<file path="config.mk">
export PLATFORM = sky130hd
export DESIGN_NAME = brap_host_flat
export DESIGN_NICKNAME = d
export VERILOG_FILES = /design/src/common/brap_pkg.sv /design/src/common/brap_link_if.sv /design/src/hw/brap_host.sv /design/src/flat_wrapper.sv
export SDC_FILE = /design/constraint.sdc
export NUM_CORES = 1
export LEC_CHECK = 0
export BUFFER_PORTS_ARGS = -buffer_cell sky130_fd_sc_hd__buf_4
export CAP_MARGIN = 20
export CORE_ASPECT_RATIO = 0.8
export CORE_MARGIN = 2
export CORE_UTILIZATION = 58
export CTS_CLUSTER_SIZE = 10
export DETAILED_ROUTE_END_ITERATION = 16
export HOLD_SLACK_MARGIN = 0.15
export PLACE_DENSITY = 0.85
export SYNTH_ARGS = -nofsm -noshare
export SYNTH_HDL_FRONTEND = slang
export SYNTH_SLANG_ARGS = --single-unit
export TNS_END_PERCENT = 5
</file>
<file path="constraint.sdc">
create_clock -name clk -period 2.8 [get_ports clk]
set_input_delay 0.14 -clock clk [delete_from_list [all_inputs] [get_ports clk]]
set_output_delay 0.14 -clock clk [all_outputs]
set_load 0.02 [all_outputs]
</file>
<file path="src/common/brap_pkg.sv">
// Shared constants for the backed RAM access port and its host controller
package brap_pkg;

   // Link byte width and RAM geometry
   localparam int BRAP_DATA_W = 8;
   localparam int BRAP_PTR_W = 9;
   localparam int BRAP_RAM_DEPTH = 512;

   // Device register addresses on the link
   localparam logic [7:0] BRAP_REG_FIRST = 8'h00;
   localparam logic [7:0] BRAP_REG_PTR_HIGH = 8'h1a;
   localparam logic [7:0] BRAP_REG_PTR_LOW = 8'h1b;
   localparam logic [7:0] BRAP_REG_WRITE_PORT = 8'h1c;
   localparam logic [7:0] BRAP_REG_READ_PORT = 8'h1d;

   // Last address reached by auto advance before wrapping
   localparam logic [7:0] BRAP_REG_WRAP = BRAP_REG_PTR_LOW;

   // Position of the pointer top bit in the high pointer register
   localparam int BRAP_TOP_BIT_POS = 0;

   // Constant steps and fills
   localparam logic [7:0] BRAP_ADDR_STEP = 8'h01;
   localparam logic [8:0] BRAP_PTR_STEP = 9'h001;
   localparam logic [8:0] BRAP_PTR_RESET = 9'h000;
   localparam logic [7:0] BRAP_BYTE_ZERO = 8'h00;
   localparam logic [6:0] BRAP_UNUSED_HIGH = 7'h00;

   // Host controller software register map
   localparam int BRAP_SW_ADDR_W = 3;
   localparam int BRAP_SW_DATA_W = 16;
   localparam logic [2:0] BRAP_SW_PTR = 3'h0;
   localparam logic [2:0] BRAP_SW_WDATA = 3'h1;
   localparam logic [2:0] BRAP_SW_RDCMD = 3'h2;
   localparam logic [2:0] BRAP_SW_STATUS = 3'h3;
   localparam logic [2:0] BRAP_SW_RDATA = 3'h4;
   localparam logic [15:0] BRAP_SW_ZERO = 16'h0000;

   // Host controller sequencer states
   typedef enum logic [2:0] {
      BRAP_IDLE,
      BRAP_PHIGH,
      BRAP_PLOW,
      BRAP_WRITE,
      BRAP_READ,
      BRAP_RWAIT
   } brap_host_st_t;

endpackage : brap_pkg

</file>
<file path="src/common/brap_link_if.sv">
`timescale 1ns/100ps
// Register link between host controller and RAM access port
interface brap_link_if;
   logic selStb;        // Host: byte on linkData is a register address
   logic linkWr;        // Host: byte on linkData is written to register
   logic linkRd;        // Host: read one byte from current register
   logic [7:0] linkData; // Host: address or write byte
   logic [7:0] rdData;  // Device: read byte, one cycle after linkRd
   logic rdOe;          // Device: high while device drives rdData
   logic [7:0] rdWire;  // Resolved read line level

   // Released line reads as all ones, as if pulled up
   assign rdWire = rdOe ? rdData : 8'hff;

   modport dev (
      input selStb,
      input linkWr,
      input linkRd,
      input linkData,
      output rdData,
      output rdOe
   );

   modport host (
      output selStb,
      output linkWr,
      output linkRd,
      output linkData,
      input rdData,
      input rdOe
   );
endinterface : brap_link_if

</file>
<file path="src/hw/brap_host.sv">
// The plain strobed port was decided locally.
`timescale 1ns/100ps
// Host controller: turns software commands into link sequences
module brap_host
   import brap_pkg::*;
(
   input wire logic clk,
   input wire logic rst_n,
   brap_link_if.host link,
   input wire logic [2:0] swAddr,
   input wire logic [15:0] swWdata,
   input wire logic swWr,
   input wire logic swRd,
   output logic [15:0] swRdata
);

   ////////////////////////////////////////////////////////////////////////
   // State

   // All host state in one record
   typedef struct packed {
      brap_host_st_t st;     // Sequencer state
      logic [8:0] ptr;       // Last pointer requested
      logic [7:0] wbyte;     // Byte to write
      logic [7:0] rbyte;     // Last byte read
      logic [7:0] sel;       // Register known selected in device
      logic selKnown;        // sel is trustworthy
      logic noAns;           // Last read got no answer
      logic selStb;          // Link address strobe
      logic linkWr;          // Link write strobe
      logic linkRd;          // Link read strobe
      logic [7:0] linkData;  // Link byte
      logic [15:0] swRdata;  // Software read data
   } brap_host_state_t;

   brap_host_state_t state_reg; // Registered state
   brap_host_state_t state_next; // Next state

   ////////////////////////////////////////////////////////////////////////
   // Next state

   // Software decode and link sequencing
   always_comb begin
      state_next = state_reg;
      state_next.selStb = 1'b0;
      state_next.linkWr = 1'b0;
      state_next.linkRd = 1'b0;
      state_next.swRdata = BRAP_SW_ZERO;
      // Software reads answer the next cycle
      if (swRd) begin
         unique case (swAddr)
            BRAP_SW_PTR: state_next.swRdata = {7'h00, state_reg.ptr};
            BRAP_SW_STATUS: state_next.swRdata =
               {14'h0000, state_reg.noAns, state_reg.st != BRAP_IDLE};
            BRAP_SW_RDATA: state_next.swRdata = {8'h00, state_reg.rbyte};
            default: state_next.swRdata = BRAP_SW_ZERO;
         endcase
      end
      unique case (state_reg.st)
         BRAP_IDLE: begin
            // Commands accepted only while idle
            if (swWr && swAddr == BRAP_SW_PTR) begin
               // Select high pointer register first
               state_next.ptr = swWdata[8:0];
               state_next.selStb = 1'b1;
               state_next.linkData = BRAP_REG_PTR_HIGH;
               state_next.selKnown = 1'b0;
               state_next.st = BRAP_PHIGH;
            end else if (swWr && swAddr == BRAP_SW_WDATA) begin
               state_next.wbyte = swWdata[7:0];
               if (state_reg.selKnown &&
                   state_reg.sel == BRAP_REG_WRITE_PORT) begin
                  // Port still selected: stream the byte
                  state_next.linkWr = 1'b1;
                  state_next.linkData = swWdata[7:0];
               end else begin
                  // Select write port explicitly
                  state_next.selStb = 1'b1;
                  state_next.linkData = BRAP_REG_WRITE_PORT;
                  state_next.sel = BRAP_REG_WRITE_PORT;
                  state_next.selKnown = 1'b1;
                  state_next.st = BRAP_WRITE;
               end
            end else if (swWr && swAddr == BRAP_SW_RDCMD) begin
               if (state_reg.selKnown &&
                   state_reg.sel == BRAP_REG_READ_PORT) begin
                  // Port still selected: stream the read
                  state_next.linkRd = 1'b1;
                  state_next.st = BRAP_RWAIT;
               end else begin
                  // Select read port explicitly
                  state_next.selStb = 1'b1;
                  state_next.linkData = BRAP_REG_READ_PORT;
                  state_next.sel = BRAP_REG_READ_PORT;
                  state_next.selKnown = 1'b1;
                  state_next.st = BRAP_READ;
               end
            end
         end
         BRAP_PHIGH: begin
            // Top bit; device address then moves to low register
            state_next.linkWr = 1'b1;
            state_next.linkData = {7'h00, state_reg.ptr[8]};
            state_next.st = BRAP_PLOW;
         end
         BRAP_PLOW: begin
            // Low bits written without a new address phase
            state_next.linkWr = 1'b1;
            state_next.linkData = state_reg.ptr[7:0];
            state_next.st = BRAP_IDLE;
         end
         BRAP_WRITE: begin
            // Data byte after write port selection
            state_next.linkWr = 1'b1;
            state_next.linkData = state_reg.wbyte;
            state_next.st = BRAP_IDLE;
         end
         BRAP_READ: begin
            // Read strobe after read port selection
            state_next.linkRd = 1'b1;
            state_next.st = BRAP_RWAIT;
         end
         BRAP_RWAIT: begin
            if (state_reg.linkRd) begin
               // Strobe still on the link: device answers next cycle
               state_next.st = BRAP_RWAIT;
            end else begin
               // Answer is due in exactly this cycle
               if (link.rdOe) begin
                  state_next.rbyte = link.rdData;
                  state_next.noAns = 1'b0;
               end else begin
                  state_next.noAns = 1'b1;
               end
               state_next.st = BRAP_IDLE;
            end
         end
      endcase
   end

   ////////////////////////////////////////////////////////////////////////
   // Registers

   // Single state register
   always_ff @(posedge clk or negedge rst_n) begin
      if (!rst_n) begin
         state_reg <= '0;
         state_reg.st <= BRAP_IDLE;
      end else begin
         state_reg <= state_next;
      end
   end

   // Outputs straight from flip-flops
   assign link.selStb = state_reg.selStb;
   assign link.linkWr = state_reg.linkWr;
   assign link.linkRd = state_reg.linkRd;
   assign link.linkData = state_reg.linkData;
   assign swRdata = state_reg.swRdata;

endmodule : brap_host

</file>
<file path="src/flat_wrapper.sv">
// flat-port wrapper written by rule: the top's interface ports become plain ports
module brap_host_flat import brap_pkg::*;
  (clk, rst_n, swAddr, swWdata, swWr, swRd, swRdata, link_selStb, link_linkWr, link_linkRd, link_linkData, link_rdData, link_rdOe);
  brap_link_if link_i ();
  input wire logic clk;
  input wire logic rst_n;
  input wire logic [2:0] swAddr;
  input wire logic [15:0] swWdata;
  input wire logic swWr;
  input wire logic swRd;
  output logic [15:0] swRdata;
  output wire logic [$bits(link_i.selStb)-1:0] link_selStb;
  output wire logic [$bits(link_i.linkWr)-1:0] link_linkWr;
  output wire logic [$bits(link_i.linkRd)-1:0] link_linkRd;
  output wire logic [$bits(link_i.linkData)-1:0] link_linkData;
  input wire logic [$bits(link_i.rdData)-1:0] link_rdData;
  input wire logic [$bits(link_i.rdOe)-1:0] link_rdOe;
  assign link_selStb = link_i.selStb;
  assign link_linkWr = link_i.linkWr;
  assign link_linkRd = link_i.linkRd;
  assign link_linkData = link_i.linkData;
  assign link_i.rdData = link_rdData;
  assign link_i.rdOe = link_rdOe;
  brap_host u_core (.clk(clk), .rst_n(rst_n), .link(link_i), .swAddr(swAddr), .swWdata(swWdata), .swWr(swWr), .swRd(swRd), .swRdata(swRdata));
endmodule
</file>
After elaboration in Yosys (flattened, before gate mapping)
Index checks and enable logic that the tools add are counted.
{"block": "word_totals", "romBits": 0, "regBits": 65, "out_inout_bits": 27, "ramBits": 0, "n_memories": 0, "latchBits": 0}
{"block": "op_classes", "shift": 0, "order_cmp": 0, "n_mux": 34, "bitwise": 2, "n_eq_ne": 18, "n_addsub": 0, "multipliers": 0, "n_reduce_logical": 21, "div_mod_pow": 0}
{"op": "two-way mux 9 bit", "n": 6}
{"op": "two-way mux 8 bit", "n": 4}
{"op": "case mux 8 bit (4 select lines)", "n": 1}
{"op": "case mux 9 bit (3 select lines)", "n": 1}
{"op": "== test 8 x 5 -> 1 bit, second input constant", "n": 2}
{"op": "two-way mux 3 bit", "n": 5}
{"op": "case mux 3 bit (5 select lines)", "n": 1}
{"op": "two-way mux 1 bit", "n": 13}
{"op": "== test 3 x 2 -> 1 bit, second input constant", "n": 4}
{"op": "== test 3 bit, second input constant", "n": 3}
{"op": "AND reduction 3 bit", "n": 3}
{"op": "== test 3 x 1 -> 1 bit, second input constant", "n": 2}
{"op": "logical NOT 3 bit", "n": 2}
{"op": "AND reduction 2 bit", "n": 3}
{"op": "nonzero test 3 bit", "n": 2}
{"op": "logical AND 1 bit", "n": 5}
{"op": "AND reduction 5 bit", "n": 1}
{"op": "inequality test 4 x 1 -> 1 bit, second input constant", "n": 1}
{"op": "inequality test 4 x 2 -> 1 bit, second input constant", "n": 1}
{"op": "inequality test 4 x 3 -> 1 bit, second input constant", "n": 1}
{"op": "case mux 1 bit (2 select lines)", "n": 2}
{"op": "AND reduction 4 bit", "n": 1}
{"op": "nonzero test 4 bit", "n": 1}
{"op": "inequality test 3 x 1 -> 1 bit, second input constant", "n": 1}
{"op": "8 further kinds", "n": 9}

Logic depth before layout (Yosys ltp)
Gate-level depths: netlist of run 1.
{"block": "depth", "word_depth": 7, "mapped_depth": 6, "ltp_nobuf": 4}

Worst setup path after synthesis of run 1
Ideal clock, no wire load.
{"block": "synth_timing", "path_kind": "register to register", "start": "register u_core.state_reg[63] (netlist name)", "end": "register u_core.state_reg[53] (netlist name)", "path_stages_with_launch": 7, "t_required_ps": 2675, "slack_ps": 962, "arrival_ps": 1713, "setup_time_ps": 125, "path_cell_list": "dfrtp_1 -> buf_6 -> or3_1 -> buf_2 -> or3_1 -> buf_6 -> mux2_4"}
{"block": "synth_via", "elab_chain_len": 2}
{"element": "start: declaration", "line_no": "brap_host.sv:36", "rtl": "brap_host_state_t state_reg;"}
{"element": "start signal: assignment", "line_no": "brap_host.sv:150", "rtl": "state_reg <= state_next;"}
{"element": "logical NOT 3 bit", "line_no": "brap_host.sv:59", "rtl": "unique case (state_reg.st)"}
{"element": "AND reduction 2 bit (no line)"}
No other way between the ends.
A chain may end at the register's enable or synchronous reset.

Final worst setup path of run 1
{"block": "layout_timing", "start": "input port swAddr[1]", "end": "register u_core.state_reg[54] (netlist name)"}
{"block": "layout_via", "elab_chain_len": 3}
{"element": "start: declaration", "line_no": "flat_wrapper.sv:7", "rtl": "input wire logic [2:0] swAddr;"}
{"element": "logical NOT 3 bit", "line_no": "brap_host.sv:62", "rtl": "if (swWr && swAddr == BRAP_SW_PTR) begin"}
{"element": "logical AND 1 bit", "line_no": "brap_host.sv:62"}
{"element": "AND reduction 2 bit (no line)"}
No other way between the ends.

==> out/metrics.yaml, run 1 <==
cts_buffer_depth: 2
cp-start-kind: "primary input"
yosysMostFrequentCell: "dfrtp_1"
setup_viol: 0
layout.nets: 320
ys_seq_elements: 52
pwr-share-clk_pct: 18.4
yosys_warnings: 0
tns_ns: 0
pwr-share-comb_pct: 39.7
n_antenna_cell: 0
routedWlPerCell_um: 15.6
clk_pin_slew_ns: 0.10
synth_edf_count: 0
initial_core_util_pct: 61.6
place.gp.congestion: 0.818
fin_crit_ns: 2.12
drc: 0
cts_sinks: 52
core_area_mm2: 0.00428
die_area_mm2: 0.00511
power.switching_mw: 1.02
p_sw_share_pct: 35.4
grt_use_total_pct: 23.8
post-route-period-util_pct: 75.8
ios: 59
grt_overflow: 0
cts_root_buf: "clkbuf_8"
dr.pass1.iters: 4
drv_slew: 0
worstPathRequired_ns: 3.00
die_h_um: 64.3
largest_register_ffs: 32
hp-class: "in2reg"
p_int_mw: 1.86
grt_max_degree: 53
cts_max_level: 2
utilization_pct: 74.1
final-seq-area_mm2: 0.00130
yosys-top-cells-count: "dfrtp_1, buf_4, nor2_1"
area_delta_synth_final_pct: 20.2
fmax_ghz: 0.471
crit_fanout: 10
final_area_mm2: 0.00317
port_buffers: 44
crit_type: "in2reg"
synthArstFlopShare_pct: 100
ir_worst_vdd_v: 0.000601
antenna_found_initial: 0
grt_pass1_vias: 1907
pwr-share-seq_pct: 41.9
grt_pass1_wl_um: 9180
rsz0062_at_grt: "no"
ys_seq_area_share_pct: 49.3
drive_gt1_share_pct: 30.8
insertion_delay_ns: 0.31
arrival_ns: 2.33
place_area_mm2: 0.00285
fill_cells: 297
cts_tree: "built"
status: "complete, no violations"
hold_viol: 0
syn_inst: 242
drt-total-wl_um: 5380
viasPerCell: 5.57
cts_buffers: 5
drtAntennaViolNets: 0
row_count: 21
synth_area_leaders: "dfrtp_1, mux2_2, buf_4"
power_density_mw_per_mm2: 908
yosys.area.top_type_share_pct: 49.3
cap_violations: 0
end_kind: "flip-flop"
synth.cell_area_mm2: 0.00264
synth_flop_cell: "dfrtp_1"
multiInputGateArea_mm2: 0.00111
drt_iter0_markers: 137
via_count: 1928
tightest_slew_ns: 0.683
die_w_um: 79.4
relSlewSlack_pct: 54.4
power_leakage_nw: 1.52
cts_setup_buffers: 0
fin_skew_ns: 0.00440
synth_top_cell_by_area: "dfrtp_1"
synth.distinct_cells: 44
dpl.hpwl_um: 3640
synth.avg_cell_area_um2: 10.9
## power groups by stage
stage               clock, mW  combinational, mW  sequential [mW]
CTS                     0.543               1.15             1.21
floorplan                   0              0.897             1.18
global placement            0               1.08             1.21
global route            0.583               1.27             1.25
finish                  0.531               1.14             1.21
detailed placement          0               1.12             1.22
## routing by layer
metal  up-vias  wire length [um]  track usage [%]
li1        917                 -                -
met1       948              2440             32.3
met2        56              2620             39.1
met3         7               264             4.94
met4         0                60             5.82
met5         -                 0                0
## critical path: stages
cell,delay (ns)
dlygate4sd3_1,0.53
buf_4,0.16
or3b_2,0.49
or3_1,0.60
mux2_4,0.39
## cell usage in the layout (no fill, tap or decap), drive strengths merged, types with 2 or more instances in the layout
cell type	synthesis	layout
a21oi	15	15
a22oi	2	2
a31oi	2	2
and2	2	2
and3	3	3
buf	30	48
clkbuf	6	5
conb	1	7
dfrtp	52	52
dlygate4sd3	0	21
inv	1	2
mux2	28	28
mux2i	10	10
nand2	14	14
nand2b	5	5
nand3	3	3
nor2	20	20
nor3	3	3
nor3b	3	3
o21a	3	3
o21ai	18	18
o31a	2	2
or3	2	2
## worst paths after layout
path,start,end,slack [ns],cells after the start
max in group asynchronous,rst_n,u_core.swRdata[7]$_DFF_PN0_,1.98,2
setup reg to reg,u_core.state_reg[64]$_DFFE_PN0P_,u_core.state_reg[54]$_DFFE_PN0P_,0.76,3
min in group asynchronous,rst_n,u_core.state_reg[63]$_DFFE_PN0P_,0.39,2
hold / removal,swAddr[0],u_core.link.selStb$_DFF_PN0_,0.25,4
hold reg to reg,u_core.state_reg[41]$_DFFE_PN0P_,u_core.state_reg[41]$_DFFE_PN0P_,0.51,1
setup / recovery,swAddr[1],u_core.state_reg[54]$_DFFE_PN0P_,0.68,5
## through the flow
step | hold WS [ns] | power, mW | instances | worst slack, ns
global placement | 0.207 | 2.29 | 317 | 0.799
floorplan | -0.156 | 2.08 | 248 | 0.962
global route | 0.259 | 3.10 | 346 | 0.640
finish | 0.246 | 2.88 | 346 | 0.676
CTS | 0.229 | 2.90 | 346 | 0.679
detailed placement | 0.208 | 2.33 | 317 | 0.772
## area by class of cell
type	instances	area share, %
tap	57	2.25
multi-input combinational	159	35.0
timing repair buffer	69	18.0
inverter	1	0.118
clock inverter	3	1.46
sequential	52	41.0
clock buffer	5	2.17
## cells by family (layout without fill, tap and decap cells)
| group | Yosys count | after routing | share of synthesized area [%] |
|---|---|---|---|
| AO/OA/AOI/OAI | 51 | 51 | 11.9 |
| buffers and inverters | 37 | 78 | 9.43 |
| flip-flops | 52 | 52 | 49.3 |
| multiplexers | 38 | 38 | 17.0 |
| other | 1 | 7 | 0.142 |
| AND/OR/NAND/NOR | 63 | 63 | 12.2 |
## repair_timing
item	4_1_cts	5_1_grt
hold buffers	21	0
gates resized for setup	0	0
endpoints found under the hold margin	82	0
No activity file was read; power rests on OpenSTA's default activity.
==> run 2, diff against run 1 <==
--- a/config.mk
+++ b/config.mk
@@ -9,11 +9,11 @@
 export CAP_MARGIN = 20
 export CORE_ASPECT_RATIO = 0.8
 export CORE_MARGIN = 2
-export CORE_UTILIZATION = 58
+export CORE_UTILIZATION = 49
 export CTS_CLUSTER_SIZE = 10
 export DETAILED_ROUTE_END_ITERATION = 16
 export HOLD_SLACK_MARGIN = 0.15
-export PLACE_DENSITY = 0.85
+export PLACE_DENSITY = 0.76
 export SYNTH_ARGS = -nofsm -noshare
 export SYNTH_HDL_FRONTEND = slang
 export SYNTH_SLANG_ARGS = --single-unit
==> constraint.sdc (replaced) <==
create_clock -name clk -period 1.8 [get_ports clk]
set_input_delay 0.09 -clock clk [delete_from_list [all_inputs] [get_ports clk]]
set_output_delay 0.09 -clock clk [all_outputs]
set_load 0.02 [all_outputs]
==> run 2 against run 1 <==
  * Wire length up 3.8%
  * First-iteration DRC count shrank 20%
  * Non-clock buffer count up 9
  * Register-to-register slack got worse by 0.69 ns
  * Cell area grew 3.5%
  * Critical path type is now reg2reg
  * Critical endpoint is now u_core.state_reg[57]$_DFFE_PN0P_
  * Largest cell class unchanged
==> out/metrics.yaml, run 2 (same netlist as run 1, synthesis figures left out) <==
status: "complete, no violations"
row_count: 23  # +9.5%
place.gp.congestion: 0.887  # +8.5%
drt-total-wl_um: 5590  # +3.8%
grt_pass1_vias: 1914  # +0.37%
ios: 59  # unchanged
grt_overflow: 0  # unchanged
final_cells: 360  # +4.0%
whs_ns: 0.177  # -0.0689 ns
end_kind: "flip-flop"
fin_crit_ns: 1.73
drv_slew: 0  # unchanged
grt_use_total_pct: 19.5  # -4.2 points
die_h_um: 69.7  # +8.2%
power_density_mw_per_mm2: 1440  # +58%
dr.pass1.iters: 4  # unchanged
clk_pin_slew_ns: 0.10  # about the same
rr_worst_depth: 4  # +1
fill_cells: 399  # +34%
initial_core_util_pct: 51.8  # -9.8 points
rrSetupSlack_ns: 0.07  # -0.69 ns
drive_gt1_share_pct: 33.9  # +3.1 points
insertion_delay_ns: 0.31  # about the same
min_from: "link_rdOe"
arrival_ns: 1.93  # -0.40 ns
cts_buffers: 5  # unchanged
r2r_start: "u_core.state_reg[64]$_DFFE_PN0P_"
cts_tree: "built"
r2r_end: "u_core.state_reg[57]$_DFFE_PN0P_"
grt_pass1_wl_um: 9130  # -0.60%
core_area_mm2: 0.00509  # +19%
n_antenna_cell: 0  # unchanged
cts_max_level: 2  # unchanged
cts_buffer_depth: 2  # unchanged
utilization_pct: 64.5  # -9.6 points
die_area_mm2: 0.00599  # +17%
cts_sinks: 52  # unchanged
mostFrequentLayoutCell: "buf_4"
crit_buf_inv: 1  # -1
setup_viol: 0  # unchanged
hold_viol: 0  # unchanged
crit_fanout: 10  # unchanged
relSlewSlack_pct: 57.0  # +2.7 points
ir_worst_vdd_v: 0.000771  # +28%
hold_depth: 3  # -1
min_to: "u_core.state_reg[27]$_DFFE_PN0P_"
area_delta_synth_final_pct: 24.5
multiInputGateArea_mm2: 0.00112  # +1.1%
drtAntennaViolNets: 0  # unchanged
cp_cell_sequence: "or3_4, or3_1, buf_6, mux2_4"
critical-path-max-stage-delay_ns: 0.42  # -0.18 ns
cts_root_buf: "clkbuf_8"
drt_iter0_markers: 109  # -20%
via_count: 1932  # +0.21%
fin_skew_ns: 0.00444  # +0.0000388 ns
port_buffers: 44  # unchanged
antenna_found_initial: 0  # unchanged
tightest_slew_ns: 0.645  # -0.0384 ns
layout.nets: 329  # +2.8%
largest_register_ffs: 32  # unchanged
rsz0062_at_grt: "no"
fmax_ghz: 0.579
path_delay_family: "simple AND/OR/NAND/NOR gates"
power_leakage_nw: 1.58  # +4.2%
die_w_um: 86.1  # +8.4%
dp.cells: 331  # +4.4%
crit_type: "reg2reg"
viasPerCell: 5.37  # -3.7%
cp-start-kind: "flip-flop"
drc: 0  # unchanged
layout_common_cells: "buf_4, dfrtp_1, dlygate4sd3_1, nor2_1, mux2_2"
worstPathRequired_ns: 2.00  # -1.00 ns
hp-class: "in2reg"
routedWlPerCell_um: 15.5  # -0.19%
cap_violations: 0  # unchanged
final-seq-area_mm2: 0.00130  # unchanged
grt_max_degree: 53  # unchanged
dpl.hpwl_um: 3900  # +7.1%
slowest_stage: "or3_4"
post-route-period-util_pct: 96.0
run 2: per-layer routing:
| layer | part of all wire (%) | track usage, % | up-vias | wire length (um) |
|---|---|---|---|---|
| li1 | - | - | 930 | - |
| met1 | 45 | 26.7 | 928 | 2530 |
| met2 | 48 | 31.2 | 68 | 2670 |
| met3 | 5.9 | 3.93 | 6 | 331 |
| met4 | 0.93 | 6.00 | 0 | 52 |
| met5 | 0 | 0 | - | 0 |
run 2: report_power, final:
part,internal (mW),switching (mW),leakage (nW)
logic,0.947,0.924,0.848
clock network,0.560,0.406,0.0687
registers,1.60,0.277,0.664
run 2: area by class of cell:
| class | instances | share of cell area, % |
|---|---|---|
| flip-flops and latches | 52 | 39.6 |
| multi-input cells | 159 | 34.2 |
| repair buffers | 78 | 19.5 |
| well taps | 62 | 2.36 |
| clock buffers | 5 | 2.09 |
| clock inverters | 3 | 2.09 |
| inverters | 1 | 0.114 |
run 2: worst max path at each step:
stage | startpoint | to | slack [ns] | cells after the start
after floorplan | u_core.state_reg[63]$_DFFE_PN0P_ | u_core.state_reg[53]$_DFFE_PN0P_ | -0.007 | 6
after global placement | u_core.state_reg[64]$_DFFE_PN0P_ | u_core.state_reg[58]$_DFFE_PN0P_ | -0.003 | 4
after detailed placement | u_core.state_reg[64]$_DFFE_PN0P_ | u_core.state_reg[57]$_DFFE_PN0P_ | -0.01 | 4
after CTS | u_core.state_reg[62]$_DFFE_PN0P_ | u_core.state_reg[38]$_DFFE_PN0P_ | 0.05 | 5
after global routing | u_core.state_reg[64]$_DFFE_PN0P_ | u_core.state_reg[55]$_DFFE_PN0P_ | 0.02 | 4
final | u_core.state_reg[64]$_DFFE_PN0P_ | u_core.state_reg[57]$_DFFE_PN0P_ | 0.07 | 4
run 2: what timing repair did:
item                       in CTS  in global routing
resized for setup               2                  2
hold buffers                   21                  0
buffers inserted                0                  0
pin swaps                       0                  0
hold endpoints to repair       83                  0
setup endpoints to repair      17                 11
cloned                          0                  0
run 2: worst min-delay path, cell delays in order:
cell	delay [ns]
buf_4	0.08
nand2_2	0.13
o21a_1	0.15
run 2: metrics by stage:
stage	instance area (um^2)	TNS, ns	total power [mW]	setup slack [ns]
6_report	3290	0	4.72	0.0726
5_1_grt	3290	0	5.04	0.0222
4_1_cts	3280	0	4.73	0.0537
3_5_place_dp	2920	-0.0131	3.70	-0.0101
3_3_place_gp	2920	-0.0110	3.65	-0.00258
2_1_floorplan	2670	-0.0627	3.25	-0.00697
